<file path="src/rtl/hspu_consts.vh">
`ifndef HSPU_CONSTS_VH
`define HSPU_CONSTS_VH
`define HSPU_CLK_HZ        32'h00989680
`define HSPU_BAUD_MAX      32'h0000E100
`define HSPU_BAUD_DEF      32'h0000E100
`define HSPU_DIV_MIN       ((`HSPU_CLK_HZ + `HSPU_BAUD_MAX - 32'h00000001) / `HSPU_BAUD_MAX)
`define HSPU_DIV_DEF       (`HSPU_CLK_HZ / `HSPU_BAUD_DEF)
`define HSPU_DATA_BITS     4'h8
`define HSPU_FRAME_BITS    4'hA
`define HSPU_CHAR_LF       8'h0A
`define HSPU_CHAR_CR       8'h0D
`define HSPU_MODE_RS232    2'h1
`define HSPU_MODE_RS485    2'h2
`define HSPU_MODE_BOTH     2'h3
`endif

</file>
<file path="src/rtl/hspu_uart.v">
`include "hspu_consts.vh"
`default_nettype none
module hspu_uart (
  // Clock and reset.
  input  wire       sys_clk,
  input  wire       rst_n,
  // Channel selection and bit rate divider.
  input  wire [1:0] port_mode,
  input  wire [15:0] baud_div,
  // Transmit user side.
  input  wire [7:0] tx_data,
  input  wire       tx_valid,
  input  wire       tx_eol,
  output reg        tx_ready,
  // Receive user side.
  output reg  [7:0] rx_data,
  output reg        rx_valid,
  output reg        rx_eol,
  output reg        rx_frame_err,
  input  wire       rx_room,
  // RS232 pins.
  output reg        rs232_txd,
  output reg        rs232_rts,
  input  wire       rs232_rxd,
  input  wire       rs232_cts,
  // RS485/RS422 four-wire pins.
  output reg        rs485_tx_p,
  output reg        rs485_tx_n,
  input  wire       rs485_rx_p,
  input  wire       rs485_rx_n
);

  ////////////////////////////////////////////////////////////////////////
  localparam [1:0] TX_IDLE = 2'h0;
  localparam [1:0] TX_SEND = 2'h1;
  localparam [1:0] TX_CR   = 2'h2;
  // Dividers are worked out in 32 bits and then cut to the counter width on
  // purpose; both fit easily since the fastest rate needs few clocks.
  localparam [31:0] DIV_MIN_W = `HSPU_DIV_MIN;
  localparam [31:0] DIV_DEF_W = `HSPU_DIV_DEF;
  localparam [15:0] DIV_MIN   = DIV_MIN_W[15:0];
  localparam [15:0] DIV_DEF   = DIV_DEF_W[15:0];

  // Builds one line frame, sent LSB first: start low, eight data, stop high.
  function [9:0] frame_of;
    input [7:0] ch;
    begin
      frame_of = {1'b1, ch, 1'b0};
    end
  endfunction

  // Tells whether a mode code selects a channel; code zero falls back to the
  // single-ended channel so a port left unconfigured still talks to a host.
  function chan_on;
    input [1:0] mode;
    input       diff;
    begin
      if (diff) begin
        chan_on = (mode == `HSPU_MODE_RS485) | (mode == `HSPU_MODE_BOTH);
      end else begin
        chan_on = (mode == `HSPU_MODE_RS232) | (mode == `HSPU_MODE_BOTH) |
                  (mode == 2'h0);
      end
    end
  endfunction

  // A divider below the 57.6k limit is clamped; only a zero divider, which gives 173 clocks, runs faster.
  // A zero divider picks the default rate, so a plain setup needs no number.
  wire [15:0] div_eff = (baud_div == 16'h0000) ? DIV_DEF :
                        (baud_div < DIV_MIN) ? DIV_MIN : baud_div;
  wire use232 = chan_on(port_mode, 1'b0);
  wire use485 = chan_on(port_mode, 1'b1);

  ////////////////////////////////////////////////////////////////////////
  // Transmitter: independent of the receiver, so both run at once.
  // The shifter holds the whole frame and fills with mark from the top, so
  // the line rests high once the stop bit has gone out.
  reg  [1:0]  tx_st_q;
  reg  [9:0]  tx_sh_q;
  reg  [3:0]  tx_cnt_q;
  reg  [15:0] tx_tick_q;
  reg         tx_cr_q;
  wire        cts_ok = ~use232 | ~rs232_cts;
  wire        tx_bit_end = (tx_tick_q == 16'h0001);
  wire        line_bit = tx_sh_q[0];

  // Flow control is checked only between characters so no frame is torn.
  // A host that withdraws permission mid-character still gets all of it.
  always @(posedge sys_clk) begin
    if (!rst_n) begin
      tx_st_q   <= TX_IDLE;
      tx_sh_q   <= 10'h3FF;
      tx_cnt_q  <= 4'h0;
      tx_tick_q <= 16'h0000;
      tx_cr_q   <= 1'b0;
      tx_ready  <= 1'b0;
    end else begin
      case (tx_st_q)
        TX_IDLE: begin
          tx_ready <= cts_ok;
          if (tx_ready && tx_valid && cts_ok) begin
            tx_ready  <= 1'b0;
            tx_sh_q   <= frame_of(tx_eol ? `HSPU_CHAR_LF : tx_data);
            tx_cr_q   <= tx_eol;
            tx_cnt_q  <= `HSPU_FRAME_BITS;
            tx_tick_q <= div_eff;
            tx_st_q   <= TX_SEND;
          end
        end
        TX_SEND: begin
          if (tx_bit_end) begin
            tx_tick_q <= div_eff;
            tx_sh_q   <= {1'b1, tx_sh_q[9:1]};
            tx_cnt_q  <= tx_cnt_q - 4'h1;
            if (tx_cnt_q == 4'h1) begin
              tx_st_q <= tx_cr_q ? TX_CR : TX_IDLE;
            end
          end else begin
            tx_tick_q <= tx_tick_q - 16'h0001;
          end
        end
        TX_CR: begin
          // The CR of a line end waits for permission like any character.
          if (cts_ok) begin
            tx_sh_q   <= frame_of(`HSPU_CHAR_CR);
            tx_cr_q   <= 1'b0;
            tx_cnt_q  <= `HSPU_FRAME_BITS;
            tx_tick_q <= div_eff;
            tx_st_q   <= TX_SEND;
          end
        end
        default: tx_st_q <= TX_IDLE;
      endcase
    end
  end

  // Pin drivers; an unselected channel idles at mark.
  // Registering the pins keeps glitches of the mode decode off the line.
  always @(posedge sys_clk) begin
    if (!rst_n) begin
      rs232_txd  <= 1'b1;
      rs485_tx_p <= 1'b1;
      rs485_tx_n <= 1'b0;
    end else begin
      rs232_txd  <= use232 ? line_bit : 1'b1;
      rs485_tx_p <= use485 ? line_bit : 1'b1;
      rs485_tx_n <= use485 ? ~line_bit : 1'b0;
    end
  end

  ////////////////////////////////////////////////////////////////////////
  // Receiver: input is the AND of selected channels, each idling high.
  // A channel that is not selected is forced to mark so it never fakes a start.
  reg         rx_s1_q;
  reg         rx_s2_q;
  reg         rx_busy_q;
  reg  [3:0]  rx_cnt_q;
  reg  [15:0] rx_tick_q;
  reg  [8:0]  rx_sh_q;
  wire        rx_raw = (use232 ? rs232_rxd : 1'b1) &
                       (use485 ? (rs485_rx_p & ~rs485_rx_n) : 1'b1);

  // Two stages since the line is asynchronous to sys_clk.
  // Only the second stage is read, so a metastable first stage stays inside.
  always @(posedge sys_clk) begin
    if (!rst_n) begin
      rx_s1_q <= 1'b1;
      rx_s2_q <= 1'b1;
    end else begin
      rx_s1_q <= rx_raw;
      rx_s2_q <= rx_s1_q;
    end
  end

  // Samples mid-bit; a low stop bit flags a framing error, no parity.
  // The first sample lands half a bit after the edge is seen; a start bit
  // that is high again there is taken as noise and dropped.
  always @(posedge sys_clk) begin
    if (!rst_n) begin
      rx_busy_q    <= 1'b0;
      rx_cnt_q     <= 4'h0;
      rx_tick_q    <= 16'h0000;
      rx_sh_q      <= 9'h000;
      rx_data      <= 8'h00;
      rx_valid     <= 1'b0;
      rx_eol       <= 1'b0;
      rx_frame_err <= 1'b0;
      rs232_rts    <= 1'b1;
    end else begin
      rx_valid     <= 1'b0;
      rx_eol       <= 1'b0;
      rx_frame_err <= 1'b0;
      rs232_rts    <= ~rx_room;
      if (!rx_busy_q) begin
        if (!rx_s2_q) begin
          rx_busy_q <= 1'b1;
          rx_cnt_q  <= `HSPU_FRAME_BITS;
          rx_tick_q <= {1'b0, div_eff[15:1]};
        end
      end else if (rx_tick_q == 16'h0000) begin
        rx_tick_q <= div_eff - 16'h0001;
        rx_cnt_q  <= rx_cnt_q - 4'h1;
        rx_sh_q   <= {rx_s2_q, rx_sh_q[8:1]};
        if (rx_cnt_q == `HSPU_FRAME_BITS && rx_s2_q) begin
          rx_busy_q <= 1'b0; // False start.
        end else if (rx_cnt_q == 4'h1) begin
          rx_busy_q <= 1'b0;
          if (rx_s2_q) begin
            rx_data  <= rx_sh_q[8:1];
            rx_valid <= 1'b1;
            rx_eol   <= (rx_sh_q[8:1] == `HSPU_CHAR_CR);
          end else begin
            rx_frame_err <= 1'b1;
          end
        end
      end else begin
        rx_tick_q <= rx_tick_q - 16'h0001;
      end
    end
  end

endmodule // hspu_uart
`default_nettype wire

</file>
<file path="config.mk">
export PLATFORM = sky130hd
export DESIGN_NAME = hspu_uart
export DESIGN_NICKNAME = d
export VERILOG_FILES = /design/src/rtl/hspu_uart.v
export VERILOG_INCLUDE_DIRS = /design/src /design/src/rtl
export SDC_FILE = /design/constraint.sdc
export NUM_CORES = 1
export LEC_CHECK = 0
export BUFFER_PORTS_ARGS = -buffer_cell sky130_fd_sc_hd__buf_2
export CAP_MARGIN = 30
export CORE_ASPECT_RATIO = 1.5
export CORE_MARGIN = 4
export CORE_UTILIZATION = 55
export CTS_BUF_LIST = sky130_fd_sc_hd__clkbuf_2
export CTS_CLUSTER_SIZE = 40
export DETAILED_ROUTE_END_ITERATION = 8
export PLACE_DENSITY = 0.88
export SLEW_MARGIN = 20
export SYNTH_ARGS = -nofsm -noshare
export SYNTH_HDL_FRONTEND = slang
export SYNTH_SLANG_ARGS = --single-unit
</file>
<file path="constraint.sdc">
create_clock -name sys_clk -period 3.9 [get_ports sys_clk]
set_input_delay 0.195 -clock sys_clk [delete_from_list [all_inputs] [get_ports sys_clk]]
set_output_delay 0.195 -clock sys_clk [all_outputs]
set_load 0.01 [all_outputs]
</file>
==> impl_metrics.toml, run 1 <==
[global_routing]
grt_usage = 0.275
antenna_found_initial = 0
grt_overflow_total = 0
grt_pass1_wl_mm = 23.2
grt_pass1_vias = 4905
grt_max_degree = 41

[cells_and_area]
areaGrowthSynthToFinish_pct = 15.8
fillers = 712
register_area_sq_um = 1580
drive_above_1_share = 0.157
n_antenna_cell = 0
multi_input_area_sq_um = 2980
final_area_sq_um = 5530
fin_nets = 701

[critical_path]
required_ps = 4380
cp-startpoint = "baud_div[14]"
end_kind = "flop"
cp_max_fo = 7
r2r-start = "rx_tick_q[7]"
cp-start-kind = "input pin"
path_class = "input pin to flop"
cp.arrival_ps = 3960

[routing]
routed-wl-met3_microns = 985
first_pass_iters = 5
met2WireLength_mm = 7.40
viasPerCell = 6.79
routed_wl_mm = 14.5
drt_iter0_markers = 668
wl_per_cell_microns = 19.0
met1_length_mm = 5.52
drc = 0
maxUsedRoutingLayer = "met4"
postRouteAntennaNets = 0
dr_total_vias = 5198

[clock_network]
htree_levels = 3
cts_buffer_depth = 2
clk_latency_ps = 580
cts_setup_buffers = 0
numCtsBuffers = 9
cts_resized = 0
cts_tree = "yes"
clk_pin_slew_ps = 240
cts-root-buf = "clkbuf_2"
clock_sink_count = 79

[timing]
setup_viol = 0
tns_ps = 0
relSlewSlack = 0.358
min_period_ps = 3480
rsz0062_at_grt = "false"
fin_skew_ps = 26.6
period_share = 0.893
tightest_slew_ps = 954
fmax_mhz = 287
drv_slew = 0
finalHoldViolCount = 0

[placed_design]
io_buffer_count = 50
place_hpwl_mm = 9.82
dpl_cell_area_sq_um = 5170
place_congestion = 0.965

[min_path]
min-delay-start = "baud_div[9]"
hold_path.class = "input pin to flop"

[die]
core_sq_um = 8460
pin_count = 51
rows = 41
die_w_microns = 84.1
die_h_microns = 122
dieArea_sq_um = 10300
start_util = 0.564

[power]
powerDensity_nw_per_um2 = 539
ir_worst_vdd_uv = 457
p_leak_uw = 0.00217

[synthesis]
netlist_area_sq_um = 4770
synth_area_per_cell_sq_um = 8.13
yosysWarnings = 0
ys_async_sr_fraction = 0
synth_nets = 635
synth_cell_types = 71
synth_ff_type = "dfxtp_1"
ys_seq_elements = 79
ys_seq_area_frac = 0.331
synth-edff-count = 0
syn_inst = 587

[run]
drv_cap = 0

[status]
status = "finished, final reports clean"
-- sequential cells by signal (all words and copies together) (netlist names), 2 cells and up --
register and count:
tx_st_q 2, rx_tick_q 16, rx_cnt_q 4, tx_tick_q 16, rx_data 8, tx_sh_q 9
tx_cnt_q 4, rx_sh_q 8
-- per-layer routing --
layer	global-route usage	vias up
met5	0	-
met4	0.127	0
met3	0.0609	62
met2	0.492	300
met1	0.308	2447
li1	-	2389
-- worst max-delay path: stages --
cell and delay, ps:
dlygate4sd3_1 550, buf_2 160, nor3_1 260, buf_4 200, o2111ai_1 130, o21ai_0 360
a21oi_1 150, nor2_1 130, ha_1 200, or3b_2 470, nor3_1 150, buf_4 180
nand3_1 170, o2111a_1 320, a2111oi_1 350
-- power by group --
| group | switching, uW | internal (uW) |
|---|---|---|
| sequential | 134 | 944 |
| clock | 334 | 155 |
| combinational | 871 | 541 |
-- cell usage in the layout, fill, tap and decap left out, types with 6 or more instances in the layout --
cell type | netlist | final
nor3_1 | 25 | 25
o211ai_1 | 13 | 13
a21o_1 | 7 | 7
nand2b_1 | 10 | 10
nand4_1 | 10 | 10
nor2_1 | 46 | 46
dlygate4sd3_1 | 0 | 22
o22ai_1 | 10 | 10
a21oi_1 | 31 | 30
nand2_1 | 44 | 44
clkbuf_2 | 0 | 9
o31ai_1 | 6 | 6
a211oi_1 | 14 | 14
inv_1 | 20 | 20
mux2i_1 | 28 | 28
or3_1 | 15 | 15
nor4_1 | 10 | 10
ha_1 | 13 | 13
mux2_2 | 6 | 6
or4_1 | 11 | 11
buf_2 | 3 | 50
a31oi_1 | 14 | 14
o21ai_0 | 37 | 37
nand3_1 | 11 | 11
dfxtp_1 | 79 | 79
buf_4 | 2 | 15
-- per-stage QoR --
stage | cells | utilization | worst slack (ps) | hold WS, ps | power [uW]
6_report | 765 | 0.653 | 415 | 39.5 | 2980
5_1_grt | 765 | 0.653 | 275 | 6.31 | 3160
4_1_cts | 763 | 0.650 | 519 | 1.02 | 2930
3_5_place_dp | 726 | 0.611 | 138 | 359 | 2420
3_3_place_gp | 725 | 0.607 | 213 | 357 | 2340
2_1_floorplan | 587 | - | 133 | 257 | 2050
-- area by class of cell --
type / instances / share of cell area
well taps: 107 / 0.0242
repair buffers: 89 / 0.113
clock buffers: 9 / 0.00815
inverters: 21 / 0.0143
flip-flops and latches: 79 / 0.286
clock inverters: 7 / 0.0138
multi-input cells: 453 / 0.540
-- cell usage after synthesis, types with 11 or more instances --
master,instances,area [sq um]
nor2_1,46,173
o211ai_1,13,97.6
a21oi_1,31,155
inv_1,20,75.1
or3_1,15,93.8
mux2i_1,28,280
a31oi_1,14,87.6
dfxtp_1,79,1580
nand3_1,11,55.1
ha_1,13,163
o21ai_0,37,185
nand2_1,44,165
or4_1,11,82.6
nor3_1,25,125
a211oi_1,14,105
clkbuf_1,27,101
-- final timing paths --
check                                      to  slack (ps)  cells past startpoint
worst min register to register        rx_s2_q         440                      1
worst min-delay path             tx_tick_q[9]          40                      3
worst max register to register  rx_tick_q[14]         500                     12
worst max-delay path            rx_tick_q[14]         420                     15
-- logic make-up (layout without fill, tap and decap cells) --
group | Yosys count | count (layout) | synth area share
fa+ha+maj | 13 | 13 | 0.0341
buf+inv | 55 | 126 | 0.0456
compound gates | 184 | 184 | 0.265
simple gates | 222 | 222 | 0.251
mux | 34 | 34 | 0.0729
flops | 79 | 79 | 0.331
-- what timing repair did --
action / 4_1_cts / 5_1_grt
endpoints found under the hold margin: 20 / 1
hold buffers: 21 / 1
setup endpoints to repair: 0 / 0
Note: power is estimated with default switching activity, not from simulation.
==> run 2: changes to the inputs <==
CORE_ASPECT_RATIO = default   (was 1.5)
==> run 2 against run 1 <==
  * Utilization rose by 1.1 points
  * First-iteration DRC count down 29%
  * Critical path depth shrank 2
  * Clock power grew 17%
  * Register-to-register slack improved by 110 ps
  * Non-clock buffer count is 1 lower
  * Clock-buffer cell count is the same
  * Critical path type unchanged
  * Cell count is 0.39% lower
  * Global-route usage about the same
==> impl_metrics.toml, run 2 (synthesized netlist as in run 1, its figures left out) <==
[die]
start_util = 0.572
core_sq_um = 8340
pin_count = 51
die_w_microns = 101
die_h_microns = 101
rows = 33
dieArea_sq_um = 10200

[global_routing]
antenna_found_initial = 0
grt_overflow_total = 0
grt_pass1_wl_mm = 22.8
grt_usage = 0.275
grt_pass1_vias = 4831
grt_max_degree = 42

[cells_and_area]
areaGrowthSynthToFinish_pct = 16.1
fillers = 706
final_cell_mix = "79 x dfxtp_1, 50 x buf_2, 46 x nor2_1"
register_area_sq_um = 1580
drive_above_1_share = 0.157
fin_nets = 700
n_antenna_cell = 0
largestRegisters = "rx_tick_q (16), tx_tick_q (16), tx_sh_q (9)"
final_common_cell = "dfxtp_1"
layout.cells.non_filler = 762
multi_input_area_sq_um = 2980

[timing]
rsz0062_at_grt = "false"
min_period_ps = 3490
tightest_slew_ps = 942
setup_viol = 0
relSlewSlack = 0.366
period_share = 0.896
fmax_mhz = 286
tns_ps = 0
drv_slew = 0
fin_skew_ps = 38.7
finalHoldViolCount = 0

[power]
powerDensity_nw_per_um2 = 547
finalPower_uw = 3030
ir_worst_vdd_uv = 432
p_leak_uw = 0.00218

[placed_design]
numPlacedInstances = 724
place_hpwl_mm = 9.70
place_congestion = 0.986
io_buffer_count = 50

[routing]
wl_per_cell_microns = 18.6
viasPerCell = 6.68
dr_total_vias = 5092
drc = 0
postRouteAntennaNets = 0
drt_iter0_markers = 477
first_pass_iters = 7
routed_wl_mm = 14.2

[min_path]
hold_path.class = "input pin to flop"
hold_end = "rx_tick_q[4]"
hold_depth = 4
min-delay-start = "baud_div[4]"

[critical_path]
r2r-start = "rx_tick_q[7]"
cp-start-kind = "input pin"
max_stage_delay_ps = 600
timing.reg2reg.setup_slack_ps = 610
cp.arrival_ps = 3970
crit_chain = "dlygate4sd3_1, buf_2, nor3_1, nand3_1, or4_1, a31oi_1, ha_1, or3b_2, nor3_1, buf_4, nand3_1, o2111a_1, a2111oi_1"
end_kind = "flop"
path_class = "input pin to flop"
cp_slowest_cell = "or4_1"
cp_max_fo = 7
required_ps = 4380
r2r_cells = 12
cp_num_buf_inv = 3
r2r_end = "rx_tick_q[12]"
critical-path-top-delay-family = "simple AND/OR/NAND/NOR gates"

[clock_network]
cts_buffer_depth = 2
cts_tree = "yes"
cts_setup_buffers = 0
cts_resized = 0
numCtsBuffers = 9
clk_pin_slew_ps = 270
cts_hold_buf = 19
htree_levels = 3
cts-root-buf = "clkbuf_2"
clk_latency_ps = 570
clock_sink_count = 79

[run]
drv_cap = 0

[status]
status = "finished, final reports clean"
run 2: cell count changes in the layout (fill, tap and decap cells not counted):
cell	change
inv_6	-2
inv_8	+2
buf_8	-1
bufinv_16	+1
clkinv_1	-1
clkinv_4	+1
clkinvlp_4	-1
run 2: worst max path at each step:
stage / end / from / depth (start not counted) / slack, ps
floorplan: rx_tick_q[14] / baud_div[3] / 12 / 130
CTS: rx_tick_q[14] / baud_div[14] / 13 / 470
global placement: rx_tick_q[14] / baud_div[4] / 12 / 250
global route: rx_tick_q[14] / baud_div[11] / 13 / 290
detailed placement: rx_tick_q[14] / baud_div[4] / 12 / 100
finish: rx_tick_q[14] / baud_div[13] / 13 / 410
run 2: tightest hold or removal path, delay by kind of cell:
| kind | cells | cell delay, ps |
|---|---|---|
| compound gates | 2 | 220 |
| buf+inv | 1 | 130 |
| simple gates | 1 | 70 |
run 2: cell type report:
class / count / share of cell area
clock buffers: 9 / 0.00813
clock inverters: 7 / 0.0196
inverters: 21 / 0.0142
multi-input cells: 453 / 0.539
flip-flops and latches: 79 / 0.285
well taps: 105 / 0.0237
repair buffers: 88 / 0.110
run 2: per-layer routing:
layer	global-route usage	wire length, microns
met3	0.0558	1220
met5	0	0
met2	0.471	6910
met1	0.350	5820
met4	0.0787	227
run 2: power by group:
group          internal (uW)  switching [uW]
clock                    228             347
combinational            535             847
sequential               944             132
run 2: stage by stage:
step | hold slack, ps | utilization | worst slack (ps) | cell area, sq um
after floorplan | 257 | - | 133 | 4770
after global placement | 356 | 0.616 | 251 | 5140
after detailed placement | 359 | 0.619 | 105 | 5170
after CTS | 6.38 | 0.661 | 467 | 5510
after global routing | 28.3 | 0.664 | 287 | 5540
final | 40.7 | 0.664 | 406 | 5540
==> run 3: changes to the inputs <==
CORE_UTILIZATION = 60   (was 55)
PLACE_DENSITY = 0.91   (was 0.88)
clock period = 4.2 ns   (was 3.9 ns; I/O delays follow)
==> run 3 against run 2 <==
  * Die area down 7.7%
  * Sequential share of layout area is 0.25 points higher
  * Setup slack improved by 86 ps
==> impl_metrics.toml, run 3 (synthesized netlist as in run 1, its figures left out) <==
[critical_path]
r2r_cells = 11
cp-start-kind = "input pin"
path_class = "input pin to flop"
cp_max_fo = 7
required_ps = 4660
cp.arrival_ps = 4170
end_kind = "flop"

[timing]
tns_ps = 0
holdWs_ps = 41.0
drv_slew = 0
fmax_mhz = 270
period_share = 0.883
fin_skew_ps = 24.0
finalHoldViolCount = 0
relSlewSlack = 0.379
setup_viol = 0
min_period_ps = 3710
rsz0062_at_grt = "false"
tightest_slew_ps = 923

[global_routing]
grt_overflow_total = 0
antenna_found_initial = 0
grt_max_degree = 42
grt_pass1_wl_mm = 23.0
grt_pass1_vias = 4846
grt_usage = 0.287

[cells_and_area]
n_antenna_cell = 0
areaGrowthSynthToFinish_pct = 15.1
fin_nets = 695
largestRegisters = "rx_tick_q (16), tx_tick_q (16), tx_sh_q (9)"
fillers = 570
final_cell_mix = "79 x dfxtp_1, 50 x buf_2, 46 x nor2_1"
drive_above_1_share = 0.155
final_common_cell = "dfxtp_1"

[routing]
dr_total_vias = 5106
viasPerCell = 6.77
routed_wl_mm = 13.7
first_pass_iters = 5
drc = 0
postRouteAntennaNets = 0
drt_iter0_markers = 665
wl_per_cell_microns = 18.2

[die]
dieArea_sq_um = 9440
start_util = 0.618
die_w_microns = 97.2
rows = 32
core_sq_um = 7730
pin_count = 51
die_h_microns = 97.2

[power]
ir_worst_vdd_uv = 429
finalPower_uw = 2810
powerDensity_nw_per_um2 = 512
p_leak_uw = 0.00216

[run]
drv_cap = 0

[placed_design]
place_congestion = 0.929
place_hpwl_mm = 9.38
io_buffer_count = 50

[status]
status = "finished, final reports clean"

[clock_network]
clock_sink_count = 79
clk_pin_slew_ps = 260
cts_resized = 0
cts_tree = "yes"
cts_buffer_depth = 2
numCtsBuffers = 9
htree_levels = 3
cts-root-buf = "clkbuf_2"
clk_latency_ps = 560

[min_path]
hold_path.class = "input pin to flop"
hold_depth = 3
run 3: cell types whose count changed in the layout (fill, tap and decap cells not counted), sizes merged:
cell / delta
dlygate4sd3: -3
buf: -2
run 3: final cells by class:
class | count | area (sq um) | area share
well taps | 102 | 128 | 0.0232
inverters | 21 | 78.8 | 0.0144
clock buffers | 9 | 45.0 | 0.00820
repair buffers | 83 | 566 | 0.103
clock inverters | 7 | 109 | 0.0198
flip-flops and latches | 79 | 1580 | 0.288
multi-input cells | 453 | 2980 | 0.543
run 3: what timing repair did:
action                    4_1_cts  5_1_grt
hold endpoints to repair       19        0
hold buffers                   19        0
buffers inserted                0        0
run 3: critical path, stage by stage:
cell and delay [ps]:
dlygate4sd3_1 530, buf_2 160, nor3_1 280, nand3_1 180
or4_1 650, a31oi_1 240, ha_1 210, or3b_2 560
nor3_1 180, buf_4 170, nand3_1 140, o2111a_1 300
a2111oi_1 350
run 3: final timing paths:
kind,startpoint,end,slack (ps)
max,baud_div[14],rx_tick_q[14],490
min,baud_div[10],tx_tick_q[10],40
max reg2reg,rx_tick_q[7],rx_tick_q[14],670
min reg2reg,rx_s1_q,rx_s2_q,460
run 3: through the flow:
step	util	worst slack (ps)	instance area [sq um]	std cells
floorplan	-	418	4770	587
global placement	0.663	367	5120	718
detailed placement	0.666	194	5150	719
CTS	0.711	593	5490	754
global route	0.711	340	5490	754
finish	0.711	492	5490	754
run 3: per-layer routing:
metal  vias to the layer above  global-route usage  part of all wire
met5                         -                   0                 0
li1                       2368                   -                 -
met4                         0               0.111             0.035
met1                      2384               0.368              0.40
met2                       302               0.470              0.46
met3                        52              0.0646             0.097
run 3: power by group:
| group | leakage [uW] | internal, uW | switching [uW] | total, uW |
|---|---|---|---|---|
| Clock | 0.0000909 | 212 | 318 | 529 |
| Sequential | 0.000646 | 877 | 121 | 997 |
| Combinational | 0.00142 | 493 | 793 | 1290 |
